==> config.mk <==
export PLATFORM = sky130hd
export DESIGN_NAME = psd_digital_pins
export DESIGN_NICKNAME = d
export VERILOG_FILES = /design/src/psd_pkg.sv /design/src/psd_pulse_filter.sv /design/src/psd_pwm_gen.sv /design/src/psd_digital_pins.sv
export SDC_FILE = /design/constraint.sdc
export NUM_CORES = 1
export LEC_CHECK = 0
export BUFFER_PORTS_ARGS = -buffer_cell sky130_fd_sc_hd__buf_2
export CAP_MARGIN = 5
export CORE_AREA = 2 2 170 139
export DETAILED_ROUTE_END_ITERATION = 6
export DIE_AREA = 0 0 172 141
export GPL_ROUTABILITY_DRIVEN = 0
export PLACE_DENSITY_LB_ADDON = 0.3
export SETUP_SLACK_MARGIN = 0.15
export SYNTH_ARGS = -nofsm -noshare
export SYNTH_HDL_FRONTEND = slang
export SYNTH_SLANG_ARGS = --single-unit
==> constraint.sdc <==
create_clock -name clk_i -period 11.1 [get_ports clk_i]
set_clock_uncertainty 0.1 [all_clocks]
set_input_delay 2.22 -clock clk_i [delete_from_list [all_inputs] [get_ports clk_i]]
set_output_delay 2.22 -clock clk_i [all_outputs]
set_load 0.02 [all_outputs]
==> src/psd_pkg.sv <==
`default_nettype none
package psd_pkg;
	// ************************************************************
	// Timing
	// ************************************************************
	localparam int          PSD_CLK_MHZ      = 250;
	localparam int          PSD_PULSE_LOW_NS = 30000;
	localparam int          PSD_PULSE_CYC    = (PSD_PULSE_LOW_NS * PSD_CLK_MHZ + 999) / 1000;
	localparam int          PSD_NPIN         = 3;

	// ************************************************************
	// Register map
	// ************************************************************
	localparam logic [7:0]  PSD_OFF_CTRL     = 8'h00;
	localparam logic [7:0]  PSD_OFF_PERIOD   = 8'h04;
	localparam logic [7:0]  PSD_OFF_LOW      = 8'h08;
	localparam logic [7:0]  PSD_OFF_STATUS   = 8'h0c;
	localparam logic [7:0]  PSD_OFF_IRQ_STAT = 8'h10;
	localparam logic [7:0]  PSD_OFF_IRQ_MASK = 8'h14;

	// ************************************************************
	// Fields
	// ************************************************************
	localparam int          PSD_LANE_W       = 8;
	localparam int          PSD_F_MODE       = 0;
	localparam int          PSD_F_INV        = 2;
	localparam int          PSD_F_VAL        = 3;
	localparam int          PSD_S_IN         = 0;
	localparam int          PSD_S_PROT       = 3;
	localparam int          PSD_S_ON         = 4;
	localparam int          PSD_S_BUSY       = 5;
	localparam int          PSD_I_RX         = 0;
	localparam int          PSD_I_TX         = 1;
	localparam int          PSD_IRQ_W        = 2;
	localparam logic [31:0] PSD_CTRL_RST     = 32'h0000_0000;
	localparam logic [31:0] PSD_PERIOD_RST   = 32'h0000_0000;
	localparam logic [31:0] PSD_LOW_RST      = 32'h0000_0000;

	// ************************************************************
	// Types
	// ************************************************************
	typedef enum logic [1:0] {
		PSD_MODE_SPECIAL = 2'b00,
		PSD_MODE_INPUT   = 2'b01,
		PSD_MODE_LEVEL   = 2'b10,
		PSD_MODE_PWM     = 2'b11
	} psd_mode_t;

	typedef enum logic [0:0] {
		PSD_TX_IDLE = 1'b0,
		PSD_TX_LOW  = 1'b1
	} psd_tx_t;
endpackage
`default_nettype wire

==> src/psd_pulse_filter.sv <==
`timescale 1ns/100ps
`default_nettype none
module psd_pulse_filter
	import psd_pkg::*;
#(
	parameter int MIN_CYC = PSD_PULSE_CYC
) (
	input  wire logic clk_i,
	input  wire logic rst_i,
	input  wire logic ce_i,
	input  wire logic en_i,
	input  wire logic pin_i,
	output var  logic hit_o
);
	localparam int CW = $clog2(MIN_CYC + 1);

	typedef struct packed {
		logic          s1_r;
		logic          s2_r;
		logic [CW-1:0] cnt_r;
		logic          hit_r;
	} psd_flt_t;

	psd_flt_t s;
	psd_flt_t n;

	// Sync, then count consecutive low samples
	always_comb begin
		n = s;
		n.s1_r = pin_i;
		n.s2_r = s.s1_r;
		n.hit_r = 1'b0;
		if (!en_i || s.s2_r) begin
			n.cnt_r = '0;
		end else if (s.cnt_r != CW'(MIN_CYC)) begin
			n.cnt_r = s.cnt_r + 1'b1;
			n.hit_r = (s.cnt_r == CW'(MIN_CYC - 1));
		end
	end

	// State register
	always_ff @(posedge clk_i) begin
		if (rst_i) begin
			s <= '0;
			s.s1_r <= 1'b1;
			s.s2_r <= 1'b1;
		end else if (ce_i) begin
			s <= n;
		end
	end

	assign hit_o = s.hit_r;

	// Hit only after the full low width
	property p_hit_width;
		@(posedge clk_i) disable iff (rst_i)
		hit_o |-> s.cnt_r == CW'(MIN_CYC);
	endproperty
	a_hit_width: assert property (p_hit_width) else $error("pulse accepted before min width");
endmodule
`default_nettype wire

==> src/psd_pwm_gen.sv <==
`timescale 1ns/100ps
`default_nettype none
module psd_pwm_gen
	import psd_pkg::*;
#(
	parameter int W = 32
) (
	input  wire logic         clk_i,
	input  wire logic         rst_i,
	input  wire logic         ce_i,
	input  wire logic [W-1:0] period_i,
	input  wire logic [W-1:0] low_i,
	output var  logic         pwm_low_o
);
	typedef struct packed {
		logic [W-1:0] cnt_r;
		logic         low_r;
	} psd_pwm_t;

	psd_pwm_t s;
	psd_pwm_t n;

	// Free-running period counter, active phase first
	always_comb begin
		n = s;
		if (period_i == '0) begin
			n.cnt_r = '0;
			n.low_r = 1'b0;
		end else begin
			n.cnt_r = (s.cnt_r >= period_i - 1'b1) ? '0 : s.cnt_r + 1'b1;
			n.low_r = (s.cnt_r < low_i);
		end
	end

	// State register
	always_ff @(posedge clk_i) begin
		if (rst_i) begin
			s <= '0;
		end else if (ce_i) begin
			s <= n;
		end
	end

	assign pwm_low_o = s.low_r;
endmodule
`default_nettype wire

==> src/psd_digital_pins.sv <==
// Implementation choices: the Wishbone register port and the placing of the registers.
`timescale 1ns/100ps
`default_nettype none
module psd_digital_pins
	import psd_pkg::*;
#(
	parameter int PULSE_CYC = PSD_PULSE_CYC
) (
	input  wire logic        clk_i,
	input  wire logic        rst_i,
	input  wire logic        ce_i,
	input  wire logic        wb_cyc_i,
	input  wire logic        wb_stb_i,
	input  wire logic        wb_we_i,
	input  wire logic [7:0]  wb_adr_i,
	input  wire logic [31:0] wb_dat_i,
	input  wire logic [3:0]  wb_sel_i,
	output var  logic [31:0] wb_dat_o,
	output var  logic        wb_ack_o,
	input  wire logic        prot_active_i,
	input  wire logic        out_on_i,
	output var  logic        prot_clear_o,
	input  wire logic [2:0]  io_i,
	output var  logic [2:0]  io_o,
	output var  logic [2:0]  io_oe_n_o,
	output var  logic        irq_o
);
	localparam int CW = $clog2(PULSE_CYC + 1);

	// ************************************************************
	// State
	// ************************************************************
	typedef struct packed {
		logic [31:0]          ctrl_r;
		logic [31:0]          period_r;
		logic [31:0]          low_r;
		logic [PSD_IRQ_W-1:0] irq_stat_r;
		logic [PSD_IRQ_W-1:0] irq_mask_r;
		logic                 irq_r;
		logic                 ack_r;
		logic [31:0]          dat_r;
		psd_tx_t              tx_r;
		logic [CW-1:0]        tx_cnt_r;
		logic                 on_d_r;
		logic                 clr_r;
		logic [2:0]           pin_r;
		logic [2:0]           oe_n_r;
		logic [2:0]           in_r;
	} psd_state_t;

	psd_state_t s;
	psd_state_t n;
	logic       rx_hit;
	logic       pwm_low;
	logic       flt_en;
	logic       flt_pin;

	// ************************************************************
	// Helpers
	// ************************************************************
	function automatic psd_mode_t f_mode(input logic [31:0] ctrl, input int k);
		f_mode = psd_mode_t'(ctrl[k*PSD_LANE_W+PSD_F_MODE +: 2]);
	endfunction

	function automatic logic f_inv(input logic [31:0] ctrl, input int k);
		f_inv = ctrl[k*PSD_LANE_W+PSD_F_INV];
	endfunction

	function automatic logic f_val(input logic [31:0] ctrl, input int k);
		f_val = ctrl[k*PSD_LANE_W+PSD_F_VAL];
	endfunction

	// Apply the pin's polarity to a normal-polarity level
	function automatic logic f_pol(input logic lvl, input logic inv);
		f_pol = lvl ^ inv;
	endfunction

	// Byte-lane write merge
	function automatic logic [31:0] f_merge(input logic [31:0] old, input logic [31:0] wd, input logic [3:0] sel);
		logic [31:0] r;
		r = old;
		for (int b = 0; b < 4; b++) begin
			if (sel[b]) begin
				r[b*8 +: 8] = wd[b*8 +: 8];
			end
		end
		f_merge = r;
	endfunction

	// ************************************************************
	// Sub-blocks
	// ************************************************************
	// Pin one input only watched while idle in its special mode
	assign flt_en  = (f_mode(s.ctrl_r, 0) == PSD_MODE_SPECIAL) && (s.tx_r == PSD_TX_IDLE);
	assign flt_pin = f_pol(io_i[0], f_inv(s.ctrl_r, 0));

	psd_pulse_filter #(
		.MIN_CYC (PULSE_CYC)
	) u_filter (
		.clk_i   (clk_i),
		.rst_i   (rst_i),
		.ce_i    (ce_i),
		.en_i    (flt_en),
		.pin_i   (flt_pin),
		.hit_o   (rx_hit)
	);

	psd_pwm_gen #(
		.W         (32)
	) u_pwm (
		.clk_i     (clk_i),
		.rst_i     (rst_i),
		.ce_i      (ce_i),
		.period_i  (s.period_r),
		.low_i     (s.low_r),
		.pwm_low_o (pwm_low)
	);

	// ************************************************************
	// Next state
	// ************************************************************
	always_comb begin
		logic                 wr;
		logic                 tx_go;
		logic [PSD_IRQ_W-1:0] ev;
		logic [PSD_IRQ_W-1:0] w1c;
		logic                 special0;
		wr       = 1'b0;
		tx_go    = 1'b0;
		ev       = '0;
		w1c      = '0;
		special0 = 1'b0;
		n        = s;

		// Bus handshake, one wait cycle
		n.ack_r = wb_cyc_i & wb_stb_i & ~s.ack_r;
		wr      = n.ack_r & wb_we_i;
		n.dat_r = '0;
		if (n.ack_r && !wb_we_i) begin
			unique case (wb_adr_i)
				PSD_OFF_CTRL:     n.dat_r = s.ctrl_r;
				PSD_OFF_PERIOD:   n.dat_r = s.period_r;
				PSD_OFF_LOW:      n.dat_r = s.low_r;
				PSD_OFF_STATUS: begin
					n.dat_r[PSD_S_IN +: PSD_NPIN] = s.in_r;
					n.dat_r[PSD_S_PROT]           = prot_active_i;
					n.dat_r[PSD_S_ON]             = out_on_i;
					n.dat_r[PSD_S_BUSY]           = (s.tx_r == PSD_TX_LOW);
				end
				PSD_OFF_IRQ_STAT: n.dat_r[PSD_IRQ_W-1:0] = s.irq_stat_r;
				PSD_OFF_IRQ_MASK: n.dat_r[PSD_IRQ_W-1:0] = s.irq_mask_r;
				default:          n.dat_r = '0;
			endcase
		end

		// Register writes
		if (wr) begin
			unique case (wb_adr_i)
				PSD_OFF_CTRL:     n.ctrl_r = f_merge(s.ctrl_r, wb_dat_i, wb_sel_i);
				PSD_OFF_PERIOD:   n.period_r = f_merge(s.period_r, wb_dat_i, wb_sel_i);
				PSD_OFF_LOW:      n.low_r = f_merge(s.low_r, wb_dat_i, wb_sel_i);
				PSD_OFF_IRQ_STAT: w1c = wb_sel_i[0] ? wb_dat_i[PSD_IRQ_W-1:0] : '0;
				PSD_OFF_IRQ_MASK: begin
					if (wb_sel_i[0]) begin
						n.irq_mask_r = wb_dat_i[PSD_IRQ_W-1:0];
					end
				end
				default: ;
			endcase
		end

		// Protection clear from a validated pin one pulse
		special0 = (f_mode(s.ctrl_r, 0) == PSD_MODE_SPECIAL);
		n.clr_r  = rx_hit & special0 & prot_active_i;

		// Outgoing pulse when output turns on, protection released
		n.on_d_r = out_on_i;
		tx_go    = special0 & out_on_i & ~s.on_d_r & ~prot_active_i & (s.tx_r == PSD_TX_IDLE);
		unique case (s.tx_r)
			PSD_TX_IDLE: begin
				if (tx_go) begin
					n.tx_r     = PSD_TX_LOW;
					n.tx_cnt_r = CW'(PULSE_CYC - 1);
				end
			end
			PSD_TX_LOW: begin
				if (s.tx_cnt_r == '0) begin
					n.tx_r = PSD_TX_IDLE;
				end else begin
					n.tx_cnt_r = s.tx_cnt_r - 1'b1;
				end
			end
		endcase
		if (!special0) begin
			n.tx_r = PSD_TX_IDLE;
		end

		// Pin drivers and input sampling
		for (int k = 0; k < PSD_NPIN; k++) begin
			n.in_r[k] = f_pol(io_i[k], f_inv(s.ctrl_r, k));
			unique case (f_mode(s.ctrl_r, k))
				PSD_MODE_SPECIAL: begin
					if (k == 0) begin
						n.oe_n_r[k] = (n.tx_r != PSD_TX_LOW);
						n.pin_r[k]  = f_pol(n.tx_r != PSD_TX_LOW, f_inv(s.ctrl_r, k));
					end else if (k == 1) begin
						n.oe_n_r[k] = 1'b0;
						n.pin_r[k]  = f_pol(~prot_active_i, f_inv(s.ctrl_r, k));
					end else begin
						n.oe_n_r[k] = 1'b0;
						n.pin_r[k]  = f_pol(~out_on_i, f_inv(s.ctrl_r, k));
					end
				end
				PSD_MODE_INPUT: begin
					n.oe_n_r[k] = 1'b1;
					n.pin_r[k]  = 1'b1;
				end
				PSD_MODE_LEVEL: begin
					n.oe_n_r[k] = 1'b0;
					n.pin_r[k]  = f_pol(~f_val(s.ctrl_r, k), f_inv(s.ctrl_r, k));
				end
				PSD_MODE_PWM: begin
					n.oe_n_r[k] = 1'b0;
					n.pin_r[k]  = f_pol(~pwm_low, f_inv(s.ctrl_r, k));
				end
			endcase
		end

		// Sticky events, set beats clear
		ev[PSD_I_RX]  = rx_hit & special0;
		ev[PSD_I_TX]  = tx_go;
		n.irq_stat_r  = (s.irq_stat_r & ~w1c) | ev;
		n.irq_r       = |(n.irq_stat_r & n.irq_mask_r);
	end

	// ************************************************************
	// State register
	// ************************************************************
	always_ff @(posedge clk_i) begin
		if (rst_i) begin
			s          <= '0;
			s.ctrl_r   <= PSD_CTRL_RST;
			s.period_r <= PSD_PERIOD_RST;
			s.low_r    <= PSD_LOW_RST;
			s.pin_r    <= '1;
			s.oe_n_r   <= '1;
			s.in_r     <= '1;
		end else if (ce_i) begin
			s <= n;
		end
	end

	// Outputs straight from flops
	assign wb_dat_o     = s.dat_r;
	assign wb_ack_o     = s.ack_r;
	assign prot_clear_o = s.clr_r;
	assign io_o         = s.pin_r;
	assign io_oe_n_o    = s.oe_n_r;
	assign irq_o        = s.irq_r;

	// ************************************************************
	// Checks
	// ************************************************************
	property p_clear_on_pulse;
		@(posedge clk_i) disable iff (rst_i)
		ce_i && rx_hit && prot_active_i && f_mode(s.ctrl_r, 0) == PSD_MODE_SPECIAL |=> prot_clear_o;
	endproperty
	a_clear_on_pulse: assert property (p_clear_on_pulse) else $error("valid pulse did not clear");

	property p_clear_needs_prot;
		@(posedge clk_i) disable iff (rst_i)
		prot_clear_o && $past(ce_i) |-> $past(prot_active_i) && $past(rx_hit);
	endproperty
	a_clear_needs_prot: assert property (p_clear_needs_prot) else $error("clear without protection");

	property p_tx_start;
		@(posedge clk_i) disable iff (rst_i)
		ce_i && f_mode(s.ctrl_r, 0) == PSD_MODE_SPECIAL && s.tx_r == PSD_TX_IDLE && out_on_i && !s.on_d_r
			&& !prot_active_i |=> !io_oe_n_o[0] && s.tx_cnt_r == CW'(PULSE_CYC - 1);
	endproperty
	a_tx_start: assert property (p_tx_start) else $error("no pulse on output turn-on");

	property p_tx_width;
		@(posedge clk_i) disable iff (rst_i)
		$rose(io_oe_n_o[0]) && $past(ce_i) && f_mode($past(s.ctrl_r), 0) == PSD_MODE_SPECIAL
			&& !$past(rst_i) |-> $past(s.tx_cnt_r) == '0;
	endproperty
	a_tx_width: assert property (p_tx_width) else $error("pulse released early");

	property p_pin1_release;
		@(posedge clk_i) disable iff (rst_i)
		$past(ce_i) && f_mode($past(s.ctrl_r), 0) == PSD_MODE_SPECIAL && s.tx_r == PSD_TX_IDLE
			&& !$past(rst_i) |-> io_oe_n_o[0] && io_o[0] == !f_inv($past(s.ctrl_r), 0);
	endproperty
	a_pin1_release: assert property (p_pin1_release) else $error("pin one not released");

	property p_prot_level;
		@(posedge clk_i) disable iff (rst_i)
		$past(ce_i) && !$past(rst_i) && f_mode($past(s.ctrl_r), 1) == PSD_MODE_SPECIAL
			|-> !io_oe_n_o[1] && io_o[1] == (!$past(prot_active_i) ^ f_inv($past(s.ctrl_r), 1));
	endproperty
	a_prot_level: assert property (p_prot_level) else $error("pin two level wrong");

	property p_on_level;
		@(posedge clk_i) disable iff (rst_i)
		$past(ce_i) && !$past(rst_i) && f_mode($past(s.ctrl_r), 2) == PSD_MODE_SPECIAL
			|-> !io_oe_n_o[2] && io_o[2] == (!$past(out_on_i) ^ f_inv($past(s.ctrl_r), 2));
	endproperty
	a_on_level: assert property (p_on_level) else $error("pin three level wrong");

	property p_gen_level;
		@(posedge clk_i) disable iff (rst_i)
		$past(ce_i) && !$past(rst_i) && f_mode($past(s.ctrl_r), 1) == PSD_MODE_LEVEL
			|-> io_o[1] == (!f_val($past(s.ctrl_r), 1) ^ f_inv($past(s.ctrl_r), 1));
	endproperty
	a_gen_level: assert property (p_gen_level) else $error("general output level wrong");

	property p_gen_input;
		@(posedge clk_i) disable iff (rst_i)
		$past(ce_i) && !$past(rst_i) && f_mode($past(s.ctrl_r), 2) == PSD_MODE_INPUT
			|-> io_oe_n_o[2] && s.in_r[2] == ($past(io_i[2]) ^ f_inv($past(s.ctrl_r), 2));
	endproperty
	a_gen_input: assert property (p_gen_input) else $error("general input wrong");
endmodule
`default_nettype wire

Yosys cells after proc, flatten, opt, wreduce, memory -nomap -nowiden. Cells that the tools add are included.

Flip-flop bits (word level): 208. Bits of input ports: 55. Output and inout port bits: 41. Logic and storage cells: 145.

$add $sub $neg: 4. $lt $le $gt $ge: 2. Eq/ne operators: 18. Multiplexer cells: 26. Bitwise gates (word level): 35. Reductions and logical operators: 30.

Operator list (count): one-hot mux 26 bit (3 select lines) (1); two-way mux 32 bit (2); AND reduction 4 bit (12); two-way mux 33 bit (1); adder 32 x 1 -> 32 bit, second input constant (1); greater-or-equal comparator 32 bit (1); zero test 32 bit (1); less-than comparator 32 bit (1); subtractor 32 x 1 -> 32 bit, second input constant (1); two-way mux 14 bit (2); one-hot mux 14 bit (2 select lines) (1); two-way mux 13 bit (2); equality test 8 x 4 -> 1 bit, second input constant (2); equality test 8 x 5 -> 1 bit, second input constant (2); one-hot mux 4 bit (4 select lines) (1); adder 13 x 1 -> 13 bit, second input constant (1); equality test 13 bit, second input constant (1); zero test 13 bit (1); != test 13 bit, second input constant (1); subtractor 13 x 1 -> 13 bit, second input constant (1); equality test 2 bit, second input constant (6); two-way mux 2 bit (6); one-hot mux 1 bit (4 select lines) (3); one-hot mux 2 bit (6 select lines) (1); 23 further kinds (63).

Logic depth before layout (Yosys ltp). Gate-level depths: netlist (run 1).

Depth in word-level cells: 11. Gate-level depth with buffers: 17. Depth with buffers taken out: 15.

Cells and area by module. A second synthesis (run 1) with hierarchy kept.

Cells, all modules: 1435. Area total of the unflattened synthesis: 12081.6 um2.

Modules (own cells, without submodules): psd_digital_pins (times used 1, cells an instance 846, area each 7332.0 um2, seq. area each 3183.1 um2); psd_pwm_gen (times used 1, cells an instance 480, area each 3721.1 um2, seq. area each 660.6 um2); psd_pulse_filter (times used 1, cells an instance 109, area each 1028.5 um2, seq. area each 320.3 um2).

Least setup slack after synthesis (run 1). OpenSTA, ideal clock, no wires.

Path kind: register -> register. Start point: register s[97] in the netlist's numbering. End point: register u_pwm.s[26] in the netlist's numbering. Library setup time: 0.074 ns. Arrival time: 4.160 ns. Data required time: 10.926 ns. Path slack: 6.766 ns. Stages on the path, launching flop included: 17. Path buffers: 1. Period minus slack after synthesis: 4.334 ns. Cells stage by stage: dfxtp_1 -> or4_4 -> nor3_4 -> nand3_2 -> or4_4 -> nor3_4 -> nand2_1 -> xor2_1 -> ha_1 -> a21oi_1 -> o21ai_0 -> a221oi_1 -> o211ai_2 -> nor2_2 -> buf_4 -> or4b_1 -> a31oi_1.

Cells in the longest elaborated chain, start to end: 4. Elaborated cells between the ends (all ways): 5. Those cells by class: add/sub: 1; order compare: 1; mux: 2; reduce/logical: 1.

Ends and longest elaborated chain: from (decl) (line psd_digital_pins.sv:51) `psd_state_t s;`; from (signal assigned) (line psd_digital_pins.sv:249) `s <= n;`; subtractor 32 x 1 -> 32 bit (line psd_pwm_gen.sv:30) `n.cnt_r = (s.cnt_r >= period_i - 1'b1) ? '0 : s.cnt_r + 1'b1;`; greater-or-equal comparator 32 bit (line psd_pwm_gen.sv:30); two-way mux 32 bit (line psd_pwm_gen.sv:30); two-way mux 33 bit * (line psd_pwm_gen.sv:26) `if (period_i == '0) begin`; to (signal assigned) (line psd_pwm_gen.sv:40) `s <= n;`; to (decl) (line psd_pwm_gen.sv:20) `psd_pwm_t s;`.

Every way passes the cells marked *; elsewhere a longest branch is shown, timed or not. A chain may end at the register's enable or synchronous reset.

Final worst setup path (run 1).
Start point: register s[97] in the netlist's numbering. End point: register u_pwm.s[16] in the netlist's numbering.

The elaborated chain is that of the path after synthesis.

==> impl_metrics.tcl, run 1 <==
set metrics [dict create \
    synthMuxAreaShare_pct 6.65 \
    yosys.area_share.simple_pct 25.1 \
    ant_nets 0 \
    syn_inst 1459 \
    relSlewSlack_pct 20.0 \
    synth-compound-area-share_pct 15.1 \
    rows 50 \
    root_buffer "clkbuf_16" \
    hold_slack_ns 0.358 \
    cts_tree "yes" \
    path_class "reg2reg" \
    worstSkewPairLatency_ns 0.51 \
    cp_cell_sequence "or4_4, nor3_4, nand3_2, or4_4, nor3_4, nand2_1, xor2_1, ha_1, a21oi_1, o21ai_0, a221oi_1, o211ai_2, nor2_2, buf_4, or4b_2, a31oi_1" \
    die_area_um2 24300 \
    synthXorXnorAreaFrac_pct 3.71 \
    crit_buf_inv 1 \
    reg2reg_from "s[97]" \
    syn_avg_cell_area_um2 8.08 \
    antenna_found_initial 0 \
    place_area_um2 12100 \
    remaining_drc_errors 0 \
    synth_top_area_cell "dfxtp_1" \
    worst_ir_drop_vdd_mv 0.0910 \
    initial_core_util_pct 51.8 \
    area_growth_pct 10.0 \
    setup_tns_ns 0 \
    hold_path.class "reg2reg" \
    die_w_um 172 \
    path_clk_slew_ns 0.06 \
    dr.pass1.iters 6 \
    grt_pass1_wl_um 50400 \
    drive_gt1_share_pct 14.0 \
    ctsResizeCount 0 \
    worstHoldStart "prot_clear_o" \
    grt_max_degree 107 \
    yosysWarningCount 0 \
    synth_fa_ha_area_share_pct 7.32 \
    p_leak_nw 4.92 \
    crit_slowest_cell "or4b_2" \
    hold_buffers 0 \
    avgRoutedWirePerCell_um 17.2 \
    wl_um 31000 \
    via_count 10646 \
    synth_edf_count 0 \
    cpPeakStageDelay_ns 0.62 \
    cts_made_buffers 23 \
    ys.flop_type "dfxtp_1" \
    min_period_ns 5.39 \
    overflow 0 \
    dp_hpwl_um 21200 \
    drtIter0Drc 827 \
    worst-path-max-fanout 34 \
    layout_commonest_cell "dfxtp_1" \
    period_share_pct 48.5 \
    gr-usage-all-layers_pct 25.4 \
    hold_viol 0 \
    slew_violations 0 \
    core_um2 22800 \
    critical_path_required_ns 11.42 \
    synth_top_area_share_pct 35.1 \
    crit_family "simple AND/OR/NAND/NOR gates" \
    synthTopCellsByArea "dfxtp_1 (35%), ha_1 (7.3%), a21oi_1 (6.4%)" \
    tightestPinTransition_ns 1.19 \
    power_density_nw_per_um2 130 \
    diodes 0 \
    cp-start-kind "flip-flop" \
    ys_async_sr_fraction_pct 0 \
    postCtsSetupRepairBufs 0 \
    layout_common_cells "dfxtp_1 (207), nor2_1 (163), nand2_1 (159), a21oi_1 (150), nand3_1 (111)" \
    grt_pass1_vias 9902 \
    final_cell_area_um2 13000 \
    rsz0062_at_grt "false" \
    yosysSeqAreaShare_pct 35.1 \
    synth_top_family_by_area "simple AND/OR/NAND/NOR gates" \
    max_freq_ghz 0.186 \
    synthesis.nets 1583 \
    die_h_um 141 \
    nNetsFinal 1596 \
    arrival_ns 5.71 \
    cts_sinks 207 \
    startpoint "s[97]" \
    synth-seq-cells 207 \
    maxCapViolations 0 \
    setup_viol 0 \
    status "finished clean" \
    htree_levels 1 \
    port_buffers 95 \
    num_io_pins 96 \
    ctsLongestPathBuffers 3 \
    worst_setup_path_end_kind "flip-flop" \
    syn_area_um2 11800 \
    synth.distinct_cells 71 \
    avgViaCountPerCell 5.91 \
]
==> worst register-to-register path, delay by kind of cell, from the launching register on <==
kind	cells	cell delay, ns
AO/OA/AOI/OAI	5	1.07
buffers and inverters	1	0.37
XOR/XNOR	1	0.15
AND/OR/NAND/NOR	8	2.93
adder cells (fa/ha/maj)	1	0.31
flip-flops	1	0.36
==> state kept, by name (all words and copies together) (netlist names), 3 cells and up <==
name / flops
wb_dat_o: 32
io_o: 3
s: 118
u_pwm.s: 32
u_filter.s: 14
io_oe_n_o: 3
==> cells by family after synthesis <==
group / after synthesis
simple gates: 598
xor+xnor: 50
buf+inv: 169
compound gates: 292
fa+ha+maj: 69
mux: 74
flops: 207
==> worst paths after layout <==
kind	end	slack, ns	cells past startpoint
setup / recovery	u_pwm.s[16]	5.71	16
hold / removal	prot_clear_o	0.36	2
setup reg to reg	u_pwm.s[16]	5.71	16
hold reg to reg	prot_clear_o	0.36	2
==> report_power, final <==
part	total, mW	switching (mW)	internal (mW)
clock network	0.846	0.315	0.531
logic	0.0885	0.0604	0.0281
registers	0.756	0.00630	0.750
total	1.69	0.381	1.31
==> Yosys cell counts (all sizes together), types with 5 or more instances <==
| master | number |
|---|---|
| dfxtp | 207 |
| nor2 | 165 |
| nand2 | 159 |
| a21oi | 150 |
| nand3 | 112 |
| ha | 69 |
| clkbuf | 60 |
| buf | 58 |
| inv | 51 |
| mux2i | 39 |
| mux2 | 35 |
| nor3 | 35 |
| xnor2 | 33 |
| a22oi | 31 |
| o21ai | 28 |
| nand4 | 26 |
| nor4 | 18 |
| xor2 | 17 |
| a31oi | 16 |
| or4 | 12 |
| and2 | 11 |
| a21o | 10 |
| and3 | 10 |
| nand4b | 10 |
| or3 | 9 |
| a211oi | 8 |
| o31ai | 8 |
| or4b | 6 |
| nor2b | 5 |
| o211ai | 5 |
| o21a | 5 |
==> per-layer routing <==
| metal | vias up | routed length [um] | global-route usage (%) |
|---|---|---|---|
| met5 | - | 0 | 0 |
| met4 | 0 | 835 | 7.25 |
| met3 | 48 | 1810 | 3.59 |
| met2 | 330 | 13900 | 40.3 |
| met1 | 5065 | 14500 | 36.0 |
| li1 | 5203 | - | - |
==> per-stage QoR <==
stage                     utilization (%)  std cells  setup WS [ns]  total power [mW]
after floorplan                         -       1459           6.77             0.830
after global placement               53.3       1759           5.52             0.859
after detailed placement             53.3       1759           5.50             0.860
after CTS                            57.0       1800           5.78              1.70
after global routing                 57.0       1800           5.44              1.74
final                                57.0       1800           5.71              1.69
==> area by class of cell <==
cell class	instances	area [um^2]
Tap cell	312	390
Clock inverter	11	194
Sequential cell	207	4140
Multi-Input combinational cell	1083	6840
Clock buffer	30	652
Fill cell	2156	9800
Inverter	51	191
Timing Repair Buffer	106	564
Note: power is estimated with default switching activity, not from simulation.
==> run 2, diff against run 1 <==
- clock period: 11.1 -> 4.52 ns (I/O delays scaled with it)
==> impl_metrics.tcl, run 2 (same netlist as run 1, synthesis figures left out) <==
set metrics [dict create \
    hold_viol 0 \
    layout_commonest_cell "dfxtp_1" \
    avgViaCountPerCell 5.90 \
    dr.pass1.iters 6 \
    remaining_drc_errors 0 \
    r2r_setup_slack_ns 0.15 \
    nNetsFinal 1632 \
    avgRoutedWirePerCell_um 17.8 \
    worst_ir_drop_vdd_mv 0.249 \
    grt_max_degree 76 \
    whs_endpoint "prot_clear_o" \
    worstHoldStart "prot_clear_o" \
    die_area_um2 24300 \
    maxCapViolations 0 \
    drive_gt1_share_pct 16.5 \
    cts_made_buffers 23 \
    hold_buffers 0 \
    die_h_um 141 \
    grt_pass1_wl_um 52400 \
    path_clk_slew_ns 0.06 \
    p_leak_nw 5.09 \
    status "finished clean" \
    ctsLongestPathBuffers 3 \
    diodes 0 \
    gr-usage-all-layers_pct 26.6 \
    reg2reg_from "s[108]" \
    min_period_ns 4.37 \
    post-route-worst-setup-slack_ns 0.146 \
    wl_um 32700 \
    layoutNonFillerInstCount 1837 \
    arrival_ns 4.71 \
    htree_levels 1 \
    num_io_pins 96 \
    core_um2 22800 \
    cp-start-kind "flip-flop" \
    antenna_found_initial 0 \
    die_w_um 172 \
    worst-path-max-fanout 6 \
    layout_common_cells "dfxtp_1 (206), nor2_1 (162), nand2_1 (158), a21oi_1 (150), nand3_1 (111)" \
    period_share_pct 96.8 \
    r2r-end "u_pwm.s[8]" \
    overflow 0 \
    tightestPinTransition_ns 1.07 \
    power_density_nw_per_um2 304 \
    path_class "reg2reg" \
    dp_hpwl_um 22600 \
    root_buffer "clkbuf_16" \
    place_area_um2 12400 \
    placed_cells 1789 \
    cts_tree "yes" \
    min_path_cells 2 \
    largest_register "s" \
    worstSkewPairLatency_ns 0.53 \
    initial_core_util_pct 51.8 \
    setup_viol 0 \
    port_buffers 95 \
    cts_sinks 207 \
    ant_nets 0 \
    slew_violations 0 \
    largest_register_ffs 118 \
    critical_path_required_ns 4.86 \
    max_freq_ghz 0.229 \
    rsz0062_at_grt "true" \
    rows 50 \
    hold_path.class "reg2reg" \
    rr_worst_depth 15 \
    grt_pass1_vias 10108 \
    worst_setup_path_end_kind "flip-flop" \
    relSlewSlack_pct 28.5 \
    drtIter0Drc 920 \
    area_growth_pct 12.3 \
    via_count 10835 \
    final_cell_area_um2 13200 \
    dp_slack_ns -0.0465 \
]
==> run 2: cell types whose count changed in the layout (fill, tap and decap cells not counted), sizes merged <==
| cell | before | now |
|---|---|---|
| clkinvlp | 3 | 0 |
| buf | 106 | 142 |
| clkbuf | 30 | 35 |
| bufinv | 5 | 2 |
| clkinv | 2 | 4 |
==> run 2: final cells by class <==
class                      instances  area (um^2)
multi-input combinational       1083         6890
clock buffer                      35          691
sequential                       207         4150
tap                              312          390
timing repair buffer             142          840
clock inverter                     7         92.6
inverter                          51          191
fill                            2095         9530
==> run 2: through the flow <==
stage          util [%]  power (mW)  hold slack, ns  TNS (ns)
6_report           58.1        4.02           0.361         0
5_1_grt            58.1        4.14           0.390  -0.00344
4_1_cts            57.8        4.05           0.366         0
3_5_place_dp       54.3        2.11           0.350   -0.0901
3_3_place_gp       54.3        2.11           0.344         0
2_1_floorplan         -        2.04           0.341         0
==> run 2: layer usage <==
metal	part of all wire, %	global-route usage, %
met1	45	37.3
met4	4.3	11.1
met5	0	0
met3	6.5	3.73
met2	44	41.2
==> run 2: worst max path at each step <==
| stage | start | to | slack, ns | cells past startpoint |
|---|---|---|---|---|
| after detailed placement | s[97] | u_pwm.s[21] | -0.05 | 16 |
| after CTS | s[97] | u_pwm.s[15] | 0.1 | 16 |
| after global routing | s[108] | u_pwm.s[21] | -0.003 | 16 |
| after floorplan | s[97] | u_pwm.s[26] | 0.19 | 16 |
| final | s[108] | u_pwm.s[8] | 0.15 | 15 |
| after global placement | s[97] | u_pwm.s[21] | 0.08 | 16 |
==> run 2: where the power goes <==
| part | switching [mW] | internal, mW |
|---|---|---|
| combinational | 0.149 | 0.0703 |
| clock | 0.780 | 1.17 |
| sequential | 0.0152 | 1.84 |
==> run 2: worst max-delay path: stages, from the launching register on <==
cell and delay [ns]:
dfxtp_2 0.32, or4_4 0.53, or3_4 0.35, or4_4 0.53
nor3_4 0.16, nand2_1 0.09, xor2_1 0.15, ha_1 0.32
a21oi_1 0.17, o21ai_1 0.11, a221oi_2 0.31, o211ai_2 0.17
nor2_4 0.23, buf_4 0.16, or4b_4 0.44, a31oi_1 0.16
==> run 2: what timing repair did <==
| item | in CTS | in global routing |
|---|---|---|
| resized for setup | 2 | 16 |
| pin swaps | 2 | 15 |
| setup buffers | 1 | 4 |
| cloned | 0 | 1 |
| endpoints found under the setup margin | 11 | 21 |
